[config.mk]
export PLATFORM = sky130hd
export DESIGN_NAME = cfl_loader
export DESIGN_NICKNAME = d
export VERILOG_FILES = /design/src/rtl/cfl_pkg.sv /design/src/rtl/cfl_loader.sv
export SDC_FILE = /design/constraint.sdc
export NUM_CORES = 1
export LEC_CHECK = 0
export BUFFER_PORTS_ARGS = -buffer_cell sky130_fd_sc_hd__buf_2
export CORE_UTILIZATION = 61
export DETAILED_ROUTE_END_ITERATION = 10
export PLACE_DENSITY = 0.9
export SETUP_SLACK_MARGIN = 0.5
export SYNTH_ARGS = -nofsm -noshare
export SYNTH_HDL_FRONTEND = slang
export SYNTH_SLANG_ARGS = --single-unit
[constraint.sdc]
create_clock -name i_core_clk -period 3.85 [get_ports i_core_clk]
set_clock_uncertainty 0.1 [all_clocks]
set_input_delay 0.385 -clock i_core_clk [delete_from_list [all_inputs] [get_ports i_core_clk]]
set_output_delay 0.385 -clock i_core_clk [all_outputs]
set_load 0.05 [all_outputs]
[src/rtl/cfl_pkg.sv]
// Constants and types for the configuration reset and serial boot loader
// Behaviour
// - Config reset low 200 ns resets device
// - Reset release restarts configuration like power-up
// - Done shown by releasing config_done pull-down
// - User pins enabled 49 config clocks later
// - Oscillator clocks master mode, serial clock slave
// - Oscillator starts default, bitstream may speed up
// - Flash clock from oscillator, 50% duty cycle
// - Hold reset until supplies valid plus timeout
// - Test-port command sequences also reset logic
// - Serial port pins become user pins after done
// - Select pin high master, low slave mode
// - Wake command, deselect, wait 10 us
// - Fast read at address zero, eight dummy clocks
// - Shift out falling edge, sample rising, MSB first
// - Deselect after last bit, optional power-down
`default_nettype none
package cfl_pkg;
  localparam int CLK_MHZ = 125;
  localparam int RST_MIN_NS = 200;
  localparam int RST_MIN_CYC = (RST_MIN_NS * CLK_MHZ + 999) / 1000;
  localparam int WAKE_WAIT_US = 10;
  localparam int WAKE_WAIT_CYC = WAKE_WAIT_US * CLK_MHZ;
  localparam int POR_WAIT_US = 10;
  localparam int POR_WAIT_CYC = POR_WAIT_US * CLK_MHZ;
  localparam int USER_IO_DELAY = 49;
  localparam logic [7:0] CMD_WAKE = 8'hab;
  localparam logic [7:0] CMD_FAST_READ = 8'h0b;
  localparam logic [7:0] CMD_POWER_DOWN = 8'hb9;
  localparam logic [23:0] START_ADDR = 24'h000000;
  localparam int DUMMY_BITS = 8;
  localparam int CMD_READ_BITS = 32;

  typedef enum logic [9:0] {
    CFL_ST_SAMPLE = 10'h001,
    CFL_ST_WAKE = 10'h002,
    CFL_ST_GAP = 10'h004,
    CFL_ST_READ_CMD = 10'h008,
    CFL_ST_DUMMY = 10'h010,
    CFL_ST_DATA = 10'h020,
    CFL_ST_PD_GAP = 10'h040,
    CFL_ST_PD_CMD = 10'h080,
    CFL_ST_WAKEUP_IO = 10'h100,
    CFL_ST_SLAVE = 10'h200
  } cfl_state_t;

  typedef struct packed {
    logic sck;
    logic mosi;
    logic sel_n_out;
    logic sel_n_oe;
  } cfl_flash_out_t;

  typedef struct packed {
    logic valid;
    logic [7:0] data;
  } cfl_byte_t;
endpackage : cfl_pkg
`default_nettype wire

[src/rtl/cfl_loader.sv]
// Configuration sequencer: resets, mode select and serial flash reader
`default_nettype none
module cfl_loader #(
  parameter int IMAGE_BYTES = 4096,
  parameter int WAKE_CYC = cfl_pkg::WAKE_WAIT_CYC,
  parameter int POR_CYC = cfl_pkg::POR_WAIT_CYC
) (
  input wire logic i_core_clk,
  input wire logic i_rst_n,
  input wire logic i_config_reset_n,
  input wire logic i_supplies_ok,
  input wire logic i_spi_supply_ok,
  input wire logic i_test_port_reset,
  input wire logic i_select_pin,
  input wire logic i_flash_miso,
  input wire logic i_fast_osc_req,
  input wire logic i_power_down_en,
  output cfl_pkg::cfl_flash_out_t o_flash,
  output cfl_pkg::cfl_byte_t o_byte,
  output logic o_config_done_oe,
  output logic o_user_io_en,
  output logic o_master_mode,
  output logic o_fast_osc,
  output logic o_load_error
);
  import cfl_pkg::*;

  localparam int IMG_BITS = IMAGE_BYTES * 8;
  localparam int BITW = $clog2(IMG_BITS + 1);
  localparam int WW = $clog2(WAKE_CYC + POR_CYC + 2);

  // Counters below are sized from these values
  if (IMAGE_BYTES < 1) begin : g_bad_image
    $error("cfl_loader: IMAGE_BYTES must be at least 1");
  end
  if (WAKE_CYC < 1) begin : g_bad_wake
    $error("cfl_loader: WAKE_CYC must be at least 1");
  end
  if (POR_CYC < 1) begin : g_bad_por
    $error("cfl_loader: POR_CYC must be at least 1");
  end
  if (RST_MIN_CYC > 255) begin : g_bad_rst
    $error("cfl_loader: reset filter count exceeds its counter");
  end
  if (USER_IO_DELAY > 63) begin : g_bad_io
    $error("cfl_loader: user pin delay exceeds its counter");
  end

  // Two-flop synchronisers for pin inputs
  logic [1:0] rst_s_q;
  logic [1:0] sel_s_q;
  logic [1:0] miso_s_q;
  logic [1:0] sup_s_q;
  logic [1:0] spi_s_q;
  logic [1:0] tp_s_q;
  always_ff @(posedge i_core_clk or negedge i_rst_n) begin
    if (!i_rst_n) begin
      rst_s_q <= 2'h3;
      sel_s_q <= 2'h3;
      miso_s_q <= 2'h3;
      sup_s_q <= 2'h0;
      spi_s_q <= 2'h0;
      tp_s_q <= 2'h0;
    end else begin
      rst_s_q <= {rst_s_q[0], i_config_reset_n};
      sel_s_q <= {sel_s_q[0], i_select_pin};
      miso_s_q <= {miso_s_q[0], i_flash_miso};
      sup_s_q <= {sup_s_q[0], i_supplies_ok};
      spi_s_q <= {spi_s_q[0], i_spi_supply_ok};
      tp_s_q <= {tp_s_q[0], i_test_port_reset};
    end
  end

  wire cfg_rst_low = !rst_s_q[1];
  wire sel_high = sel_s_q[1];
  wire miso = miso_s_q[1];

  // Count low time of config reset; shorter glitches are ignored
  logic [7:0] low_cnt_q;
  wire pin_reset = (low_cnt_q >= 8'(RST_MIN_CYC));
  always_ff @(posedge i_core_clk or negedge i_rst_n) begin
    if (!i_rst_n) begin
      low_cnt_q <= 8'h00;
    end else if (!cfg_rst_low) begin
      low_cnt_q <= 8'h00;
    end else if (!pin_reset) begin
      low_cnt_q <= low_cnt_q + 8'h01;
    end
  end

  // Held in reset until pin released after a valid low pulse
  logic pin_hold_q;
  always_ff @(posedge i_core_clk or negedge i_rst_n) begin
    if (!i_rst_n) begin
      pin_hold_q <= 1'b0;
    end else if (pin_reset) begin
      pin_hold_q <= 1'b1;
    end else if (!cfg_rst_low) begin
      pin_hold_q <= 1'b0;
    end
  end

  // Power-on: supplies, then extra delay once flash supply is up
  logic [WW-1:0] por_cnt_q;
  wire por_busy = !sup_s_q[1] || !spi_s_q[1];
  wire por_done = (por_cnt_q == WW'(POR_CYC));
  always_ff @(posedge i_core_clk or negedge i_rst_n) begin
    if (!i_rst_n) begin
      por_cnt_q <= '0;
    end else if (por_busy) begin
      por_cnt_q <= '0;
    end else if (!por_done) begin
      por_cnt_q <= por_cnt_q + WW'(1);
    end
  end

  wire any_reset = !por_done || pin_hold_q || pin_reset || tp_s_q[1];

  cfl_state_t st_q, st_d;
  logic [WW-1:0] wait_q;
  logic [BITW-1:0] bit_q;
  logic [5:0] sh_cnt_q;
  logic [31:0] sh_q;
  logic sck_q;
  logic ssn_q;
  logic done_q;
  logic master_q;
  logic fast_q;
  logic [7:0] rx_q;
  cfl_byte_t byte_q;
  logic [5:0] io_cnt_q;

  wire sck_rise = !sck_q;
  wire sck_fall = sck_q;
  wire wait_done = (wait_q == WW'(WAKE_CYC));
  wire sh_last = (sh_cnt_q == 6'h00);
  wire img_last = (bit_q == BITW'(IMG_BITS - 1));

  always_comb begin
    st_d = st_q;
    case (st_q)
      CFL_ST_SAMPLE: st_d = sel_high ? CFL_ST_WAKE : CFL_ST_SLAVE;
      CFL_ST_WAKE: if (sck_fall && sh_last) st_d = CFL_ST_GAP;
      CFL_ST_GAP: if (wait_done) st_d = CFL_ST_READ_CMD;
      CFL_ST_READ_CMD: if (sck_fall && sh_last) st_d = CFL_ST_DUMMY;
      CFL_ST_DUMMY: if (sck_fall && sh_last) st_d = CFL_ST_DATA;
      CFL_ST_DATA: if (sck_fall && img_last) begin
        st_d = i_power_down_en ? CFL_ST_PD_GAP : CFL_ST_WAKEUP_IO;
      end
      CFL_ST_PD_GAP: st_d = CFL_ST_PD_CMD;
      CFL_ST_PD_CMD: if (sck_fall && sh_last) st_d = CFL_ST_WAKEUP_IO;
      CFL_ST_WAKEUP_IO: st_d = CFL_ST_WAKEUP_IO;
      CFL_ST_SLAVE: st_d = CFL_ST_SLAVE;
      default: st_d = CFL_ST_SAMPLE;
    endcase
  end

  wire shifting = (st_q == CFL_ST_WAKE) || (st_q == CFL_ST_READ_CMD) ||
    (st_q == CFL_ST_DUMMY) || (st_q == CFL_ST_DATA) ||
    (st_q == CFL_ST_PD_CMD);
  wire enter = (st_d != st_q);

  // Sequencer; reset sources all land in mode sampling
  always_ff @(posedge i_core_clk or negedge i_rst_n) begin
    if (!i_rst_n) begin
      st_q <= CFL_ST_SAMPLE;
    end else if (any_reset) begin
      st_q <= CFL_ST_SAMPLE;
    end else begin
      st_q <= st_d;
    end
  end

  // Serial clock toggles each core cycle while shifting: exact 50% duty
  always_ff @(posedge i_core_clk or negedge i_rst_n) begin
    if (!i_rst_n) begin
      sck_q <= 1'b0;
    end else if (any_reset || !shifting || (sck_fall && enter)) begin
      sck_q <= 1'b0;
    end else begin
      sck_q <= !sck_q;
    end
  end

  // Shift register and bit counters
  always_ff @(posedge i_core_clk or negedge i_rst_n) begin
    if (!i_rst_n) begin
      sh_q <= 32'h0;
      sh_cnt_q <= 6'h00;
      wait_q <= '0;
      bit_q <= '0;
      ssn_q <= 1'b1;
    end else if (any_reset) begin
      ssn_q <= 1'b1;
      wait_q <= '0;
      bit_q <= '0;
    end else if (st_q == CFL_ST_SAMPLE && sel_high) begin
      sh_q <= {CMD_WAKE, 24'h0};
      sh_cnt_q <= 6'd7;
      ssn_q <= 1'b0;
    end else if (st_q == CFL_ST_GAP) begin
      wait_q <= wait_q + WW'(1);
      if (wait_done) begin
        sh_q <= {CMD_FAST_READ, START_ADDR};
        sh_cnt_q <= 6'(CMD_READ_BITS - 1);
        ssn_q <= 1'b0;
      end
    end else if (st_q == CFL_ST_PD_GAP) begin
      sh_q <= {CMD_POWER_DOWN, 24'h0};
      sh_cnt_q <= 6'd7;
      ssn_q <= 1'b0;
    end else if (shifting && sck_fall) begin
      sh_q <= {sh_q[30:0], 1'b0};
      sh_cnt_q <= sh_cnt_q - 6'h01;
      if (st_q == CFL_ST_DATA) begin
        bit_q <= bit_q + BITW'(1);
      end
      if (enter) begin
        if (st_q == CFL_ST_READ_CMD) begin
          sh_cnt_q <= 6'(DUMMY_BITS - 1);
        end
        if (st_q != CFL_ST_READ_CMD && st_q != CFL_ST_DUMMY) begin
          ssn_q <= 1'b1;
        end
      end
    end
  end

  // Synchronised data lags the pin by one serial clock period, so each
  // bit is taken two core cycles after the rising edge it belongs to
  logic [1:0] rise_q;
  wire in_data = (st_q == CFL_ST_DATA);
  wire rx_take = !any_reset && rise_q[1];
  wire rx_byte_end = (bit_q[2:0] == 3'h0);
  wire [7:0] rx_next = {rx_q[6:0], miso};
  always_ff @(posedge i_core_clk or negedge i_rst_n) begin
    if (!i_rst_n) begin
      rise_q <= 2'h0;
    end else begin
      rise_q <= {rise_q[0], !any_reset && in_data && sck_rise};
    end
  end

  // Receive bytes MSB first
  always_ff @(posedge i_core_clk or negedge i_rst_n) begin
    if (!i_rst_n) begin
      rx_q <= 8'h00;
      byte_q <= '0;
    end else begin
      byte_q.valid <= 1'b0;
      if (rx_take) begin
        rx_q <= rx_next;
        if (rx_byte_end) begin
          byte_q.valid <= 1'b1;
          byte_q.data <= rx_next;
        end
      end
    end
  end

  // Done, user-pin delay, mode and oscillator speed
  wire loaded = (st_q == CFL_ST_WAKEUP_IO);
  wire io_ready = (io_cnt_q == 6'(USER_IO_DELAY));
  always_ff @(posedge i_core_clk or negedge i_rst_n) begin
    if (!i_rst_n) begin
      done_q <= 1'b0;
      io_cnt_q <= 6'h00;
      master_q <= 1'b0;
      fast_q <= 1'b0;
    end else if (any_reset) begin
      done_q <= 1'b0;
      io_cnt_q <= 6'h00;
      fast_q <= 1'b0;
    end else begin
      if (st_q == CFL_ST_SAMPLE) begin
        master_q <= sel_high;
      end
      if (st_q == CFL_ST_DATA && i_fast_osc_req) begin
        fast_q <= 1'b1;
      end
      if (loaded) begin
        done_q <= 1'b1;
      end
      // Delay counts from the cycle done first shows on the pin
      if (loaded && done_q && !io_ready) begin
        io_cnt_q <= io_cnt_q + 6'h01;
      end
    end
  end

  assign o_config_done_oe = !done_q;
  assign o_user_io_en = io_ready;
  assign o_master_mode = master_q;
  assign o_fast_osc = fast_q;
  assign o_load_error = 1'b0;
  assign o_byte = byte_q;
  assign o_flash.sck = sck_q;
  assign o_flash.mosi = sh_q[31];
  assign o_flash.sel_n_out = ssn_q;
  assign o_flash.sel_n_oe = master_q && !o_user_io_en;
endmodule : cfl_loader
`default_nettype wire

======== Word-level counts from Yosys, hierarchy flattened ========
Index checks and enable logic that the tools add are counted.
word-level totals
  register bits ........................... 138
  word-level logic and storage cells ...... 160
  output and inout bits ................... 18
  input bits .............................. 10
cells by class
  $add $sub $neg .......................... 6
  equal/unequal tests ..................... 24
  reduce and logical (&&, ||, !) cells .... 50
  bitwise operators ....................... 1
  mux-type cells .......................... 54
  magnitude comparators ................... 1
operators by type and width
  kind                   count
  $mux 32                5
  $pmux 10 s10           1
  $mux 16                6
  $mux 10                8
  $mux 12                5
  $mux 6                 9
  $mux 9                 3
  $add 12x1->12 const B  2
  $eq 12x11->1 const B   2
  $add 16x1->16 const B  1
  $eq 16x15->1 const B   1
  $mux 8                 2
  $mux 1                 15
  $reduce_bool 5->1      3
  $reduce_bool 2->1      7
  $logic_and 1x1->1      13
  $eq 10x1->1 const B    1
  $eq 10x10->1 const B   1
  $eq 10x2->1 const B    1
  $eq 10x3->1 const B    1
  $eq 10x4->1 const B    1
  $eq 10x5->1 const B    1
  $eq 10x6->1 const B    1
  $eq 10x7->1 const B    1
  23 further kinds       45

======== Logic depth before layout (Yosys ltp) ========
  depth after elaboration ................. 11
  depth in mapped cells ................... 12
  depth with buffers taken out ............ 10

======== Worst setup path after synthesis ========
No wires, ideal clock.
  path type ............................... register to register
  start point ............................. register st_q[6]
  end point ............................... register ssn_q
  stages on the path, launching flop included .. 10
  data arrival time ....................... 2.644 ns
  required time ........................... 3.670 ns
  setup slack ............................. 1.026 ns
  setup time .............................. 0.080 ns
  path through ............................ dfrtp_1 -> buf_6 -> or4_4 -> or4_1 -> a221o_1 -> nor4_4 -> nand4_1 -> o2111a_1 -> o21ai_1 -> nand2b_1
on the way
  cells in the longest elaborated chain, start to end .. 8
RTL lines
  item                                                  line               text
  start, declared                                       cfl_loader.sv:119  cfl_state_t st_q, st_d;
  start signal, assigned                                cfl_loader.sv:170  st_q <= st_d;
  branches (longest 8 deep; another with $eq 10x10->1)  -
  end signal, assigned                                  cfl_loader.sv:206  ssn_q <= 1'b0;
  end signal, assigned                                  cfl_loader.sv:211  ssn_q <= 1'b0;
  end signal, assigned                                  cfl_loader.sv:223  ssn_q <= 1'b1;
  end, declared                                         cfl_loader.sv:125  logic ssn_q;
Several ways; the timed one is not identified.
A chain may end at the register's enable or synchronous reset.

======== Final worst setup path ========
  start point ............................. register por_cnt_q[0]
  end point ............................... register sh_cnt_q[2]
on the way
  cells in the longest elaborated chain, start to end .. 7
RTL lines
  item                               line               text
  start, declared                    cfl_loader.sv:104  logic [WW-1:0] por_cnt_q;
  start signal, assigned             cfl_loader.sv:113  por_cnt_q <= por_cnt_q + WW'(1);
  $eq 12x11->1                       cfl_loader.sv:106  wire por_done = (por_cnt_q == WW'(POR_CYC));
  $logic_not 1->1                    cfl_loader.sv:117  wire any_reset = !por_done || pin_hold_q || pin_reset || tp_s_q[1];
  $logic_or 1x1->1 (3 in series)     cfl_loader.sv:117
  $not 1->1 (no source line)         -
  $reduce_and 3->1 (no source line)  -
  end signal, assigned               cfl_loader.sv:205  sh_cnt_q <= 6'(CMD_READ_BITS - 1);
  end signal, assigned               cfl_loader.sv:214  sh_cnt_q <= sh_cnt_q - 6'h01;
  end signal, assigned               cfl_loader.sv:220  sh_cnt_q <= 6'(DUMMY_BITS - 1);
  end, declared                      cfl_loader.sv:122  logic [5:0] sh_cnt_q;
Every way passes these cells.

==> flow_metrics.env <==
export IMPL_rsz0062_at_grt="no"
export IMPL_core_sq_um=8850
export IMPL_tightestPinTransition_ns=0.802
export IMPL_drt_iter0_markers=551
export IMPL_routedWlPerCell_um=18.4
export IMPL_fin_crit_ns=3.16
export IMPL_irDropWorstVdd_mv=0.332
export IMPL_synth_async_reset_ratio_pct=100
export IMPL_path_cells="inv_1 -> ha_1 -> nor4bb_1 -> nand3_1 -> nor4_2 -> and2_1 -> nor2b_1 -> o22a_1 -> o41ai_1 -> a31oi_1"
export IMPL_fin_area_sq_um=6520
export IMPL_ys_ff_latch=114
export IMPL_fin_ws_ns=0.694
export IMPL_yosysSeqAreaShare_pct=50.5
export IMPL_die_w_um=98.4
export IMPL_grt_antenna_before_repair=0
export IMPL_yosysWarnings=0
export IMPL_drive_above_1_share_pct=15.8
export IMPL_track_usage_pct=30.1
export IMPL_synth_distinct_cells=58
export IMPL_status="finished, violations left"
export IMPL_syn_nets=592
export IMPL_critPathBufInv=1
export IMPL_stdcell_count=720
export IMPL_vias_per_cell=6.46
export IMPL_drtPass1Iterations=9
export IMPL_boundaryPins=28
export IMPL_layout_commonest_cell="dfrtp_1"
export IMPL_synth_area_leaders="dfrtp_1 47%, nor2_1 4.1%, dfstp_2 3.7%"
export IMPL_dp_cells=679
export IMPL_hp_class="in2reg"
export IMPL_hold_viol_final=0
export IMPL_rr_worst_depth=10
export IMPL_drv_cap=0
export IMPL_cts_root_buf="clkbuf_8"
export IMPL_synth_largest_area_cell="dfrtp_1"
export IMPL_grt_max_degree=61
export IMPL_critPathKind="reg2reg"
export IMPL_grt_pass1_wl_mm=22.5
export IMPL_reg2reg_to="sh_cnt_q[2]$_DFFE_PN0P_"
export IMPL_synth_edf_count=0
export IMPL_p_sw_share_pct=21.2
export IMPL_synth_area_per_cell_sq_um=9.96
export IMPL_arrival_ns=3.50
export IMPL_placement_cell_area_sq_um=5790
export IMPL_die_area_sq_um=9680
export IMPL_drc=2
export IMPL_start_util_pct=64.0
export IMPL_crit_path_max_fanout=9
export IMPL_grt_pass1_vias=4650
export IMPL_num_rows=34
export IMPL_cts_buffer_depth=2
export IMPL_cp_depth=10
export IMPL_cp_end_kind="flop"
export IMPL_dp_final_hpwl_mm=8.10
export IMPL_syn_to_final_growth_pct=15.0
export IMPL_netlist_area_sq_um=5670
export IMPL_rr_startpoint="por_cnt_q[0]$_DFFE_PN0P_"
export IMPL_crit_path_max_incr_delay_ns=0.52
export IMPL_cts_tree="yes"
export IMPL_setup_tns_ns=0
export IMPL_fin_crit_sh_pct=82.0
export IMPL_pwr_density_cell_nw_per_um2=448
export IMPL_startpoint_type="flop"
export IMPL_finalSetupViolCount=0
export IMPL_numClockSinks=114
export IMPL_violations="design-rule violations"
export IMPL_synth_top_area_share_pct=46.8
export IMPL_fmax_mhz=317
export IMPL_ys_flop_type="dfrtp_1"
export IMPL_crit_end="sh_cnt_q[2]$_DFFE_PN0P_"
export IMPL_crit_start="por_cnt_q[0]$_DFFE_PN0P_"
export IMPL_crit_slowest_cell="nor2b_1"
export IMPL_nets=622
export IMPL_seq_power_share_pct=41.8
export IMPL_final_antenna_net_count=0
export IMPL_worstPathRequired_ns=4.20
export IMPL_clock_latency_ns=0.54
export IMPL_layout_common_cells="106 x dfrtp_1, 62 x nor2_1, 42 x nand2_1"
export IMPL_r2r_slack_ns=0.69
export IMPL_dp_slack_ns=0.597
export IMPL_fp_dieH_um=98.4
export IMPL_power_share_combinational_pct=2.1
export IMPL_static_leakage_power_uw=0.00289
export IMPL_grt_ovfl_total=0
export IMPL_wl_mm=13.2
export IMPL_gp_congestion=1.03
export IMPL_path_clk_slew_ns=0.06
export IMPL_slew_violations=0
export IMPL_diodes=0
export IMPL_power_internal_uw=2300
export IMPL_via_count=4650
export IMPL_switchingPower_uw=618
export IMPL_path_delay_family="simple AND/OR/NAND/NOR gates"
export IMPL_portBuffers=26
export IMPL_maxSlewHeadroom_pct=46.1
export IMPL_numCtsBuffers=17
export IMPL_clkPwrFrac_pct=56.1
export IMPL_h_tree_depth=4
export IMPL_netlist_instances=569
metal layers:
| metal | up-vias | part of all wire (%) | track usage (%) |
|---|---|---|---|
| li1 | 2082 | - | - |
| met1 | 2279 | 40 | 37.3 |
| met2 | 227 | 49 | 49.3 |
| met3 | 62 | 7.4 | 8.52 |
| met4 | 0 | 3.5 | 13.8 |
| met5 | - | 0 | 0 |
what timing repair did:
action / in CTS / in global routing
hold endpoints to repair: 61 / 1
resized for setup: 2 / 2
hold buffers: 7 / 1
endpoints found under the setup margin: 12 / 7
pin swaps: 1 / 0
buffers inserted: 1 / 0
registers in the layout, indices dropped and copies added (netlist names), 6 cells and up:
register,flops
bit_q,16
io_cnt_q,6
low_cnt_q,8
o_byte,9
por_cnt_q,12
rx_q,7
sh_cnt_q,6
sh_q,8
st_q,10
wait_q,12
worst min-delay path by stage:
stage	cells past startpoint	startpoint	endpoint	slack, ns
after floorplan	0	i_rst_n	bit_q[0]$_DFFE_PN0P_	-0.01
after global placement	0	spi_s_q[0]$_DFF_PN0_	spi_s_q[1]$_DFF_PN0_	0.23
after detailed placement	0	rise_q[0]$_DFF_PN0_	rise_q[1]$_DFF_PN0_	0.24
after CTS	3	i_fast_osc_req	o_fast_osc$_DFFE_PN0P_	0.0001
after global routing	3	i_power_down_en	st_q[6]$_DFF_PN0_	0.02
final	3	i_power_down_en	st_q[6]$_DFF_PN0_	0.02
cell type report:
cell class	count	area [sq um]
clock inverter	12	181
multi-input combinational	404	2560
inverter	22	82.6
timing repair buffer	40	258
sequential	114	2860
tap	108	135
fill	550	2330
clock buffer	20	435
through the flow:
step,hold slack [ns],power [uW],utilization [%]
after floorplan,-0.0106,1260,-
after global placement,0.233,1290,65.5
after detailed placement,0.236,1290,65.5
after CTS,0.000145,2930,73.4
after global routing,0.0237,3000,73.7
final,0.0189,2920,73.7
power groups by stage:
stage / sequential, uW / combinational, uW / clock [uW]
2_1_floorplan: 1240 / 20.4 / 0
3_3_place_gp: 1240 / 50.5 / 0
3_5_place_dp: 1240 / 54.5 / 0
4_1_cts: 1220 / 60.8 / 1650
5_1_grt: 1220 / 70.6 / 1700
6_report: 1220 / 61.4 / 1640
synthesized netlist by cell type (8+ instances only):
cell type,n
nand4_1,17
xor2_1,23
or3_1,17
xnor2_1,12
nor2_1,62
dfstp_2,8
ha_1,13
dfrtp_1,106
nor4_1,9
nor3_1,11
buf_4,12
mux2_2,15
nor2b_1,8
nand2_1,42
clkbuf_1,11
o21ai_0,24
nand3_1,33
and3_1,10
a21oi_1,28
inv_1,22
logic make-up after synthesis:
logic type / synth area share (%)
other cells: 0.0662
fa+ha+maj: 2.87
xor+xnor: 5.41
flops: 50.5
buf+inv: 4.64
simple gates: 22.3
compound gates: 10.8
mux: 3.33
worst register-to-register path, stage by stage (launching register included):
cell and delay (ns):
dfrtp_1 0.43, inv_1 0.11, ha_1 0.17, nor4bb_1 0.33
nand3_1 0.31, nor4_2 0.36, and2_1 0.33, nor2b_1 0.52
o22a_1 0.22, o41ai_1 0.06, a31oi_1 0.14
Note: power is estimated with default switching activity, not from simulation.
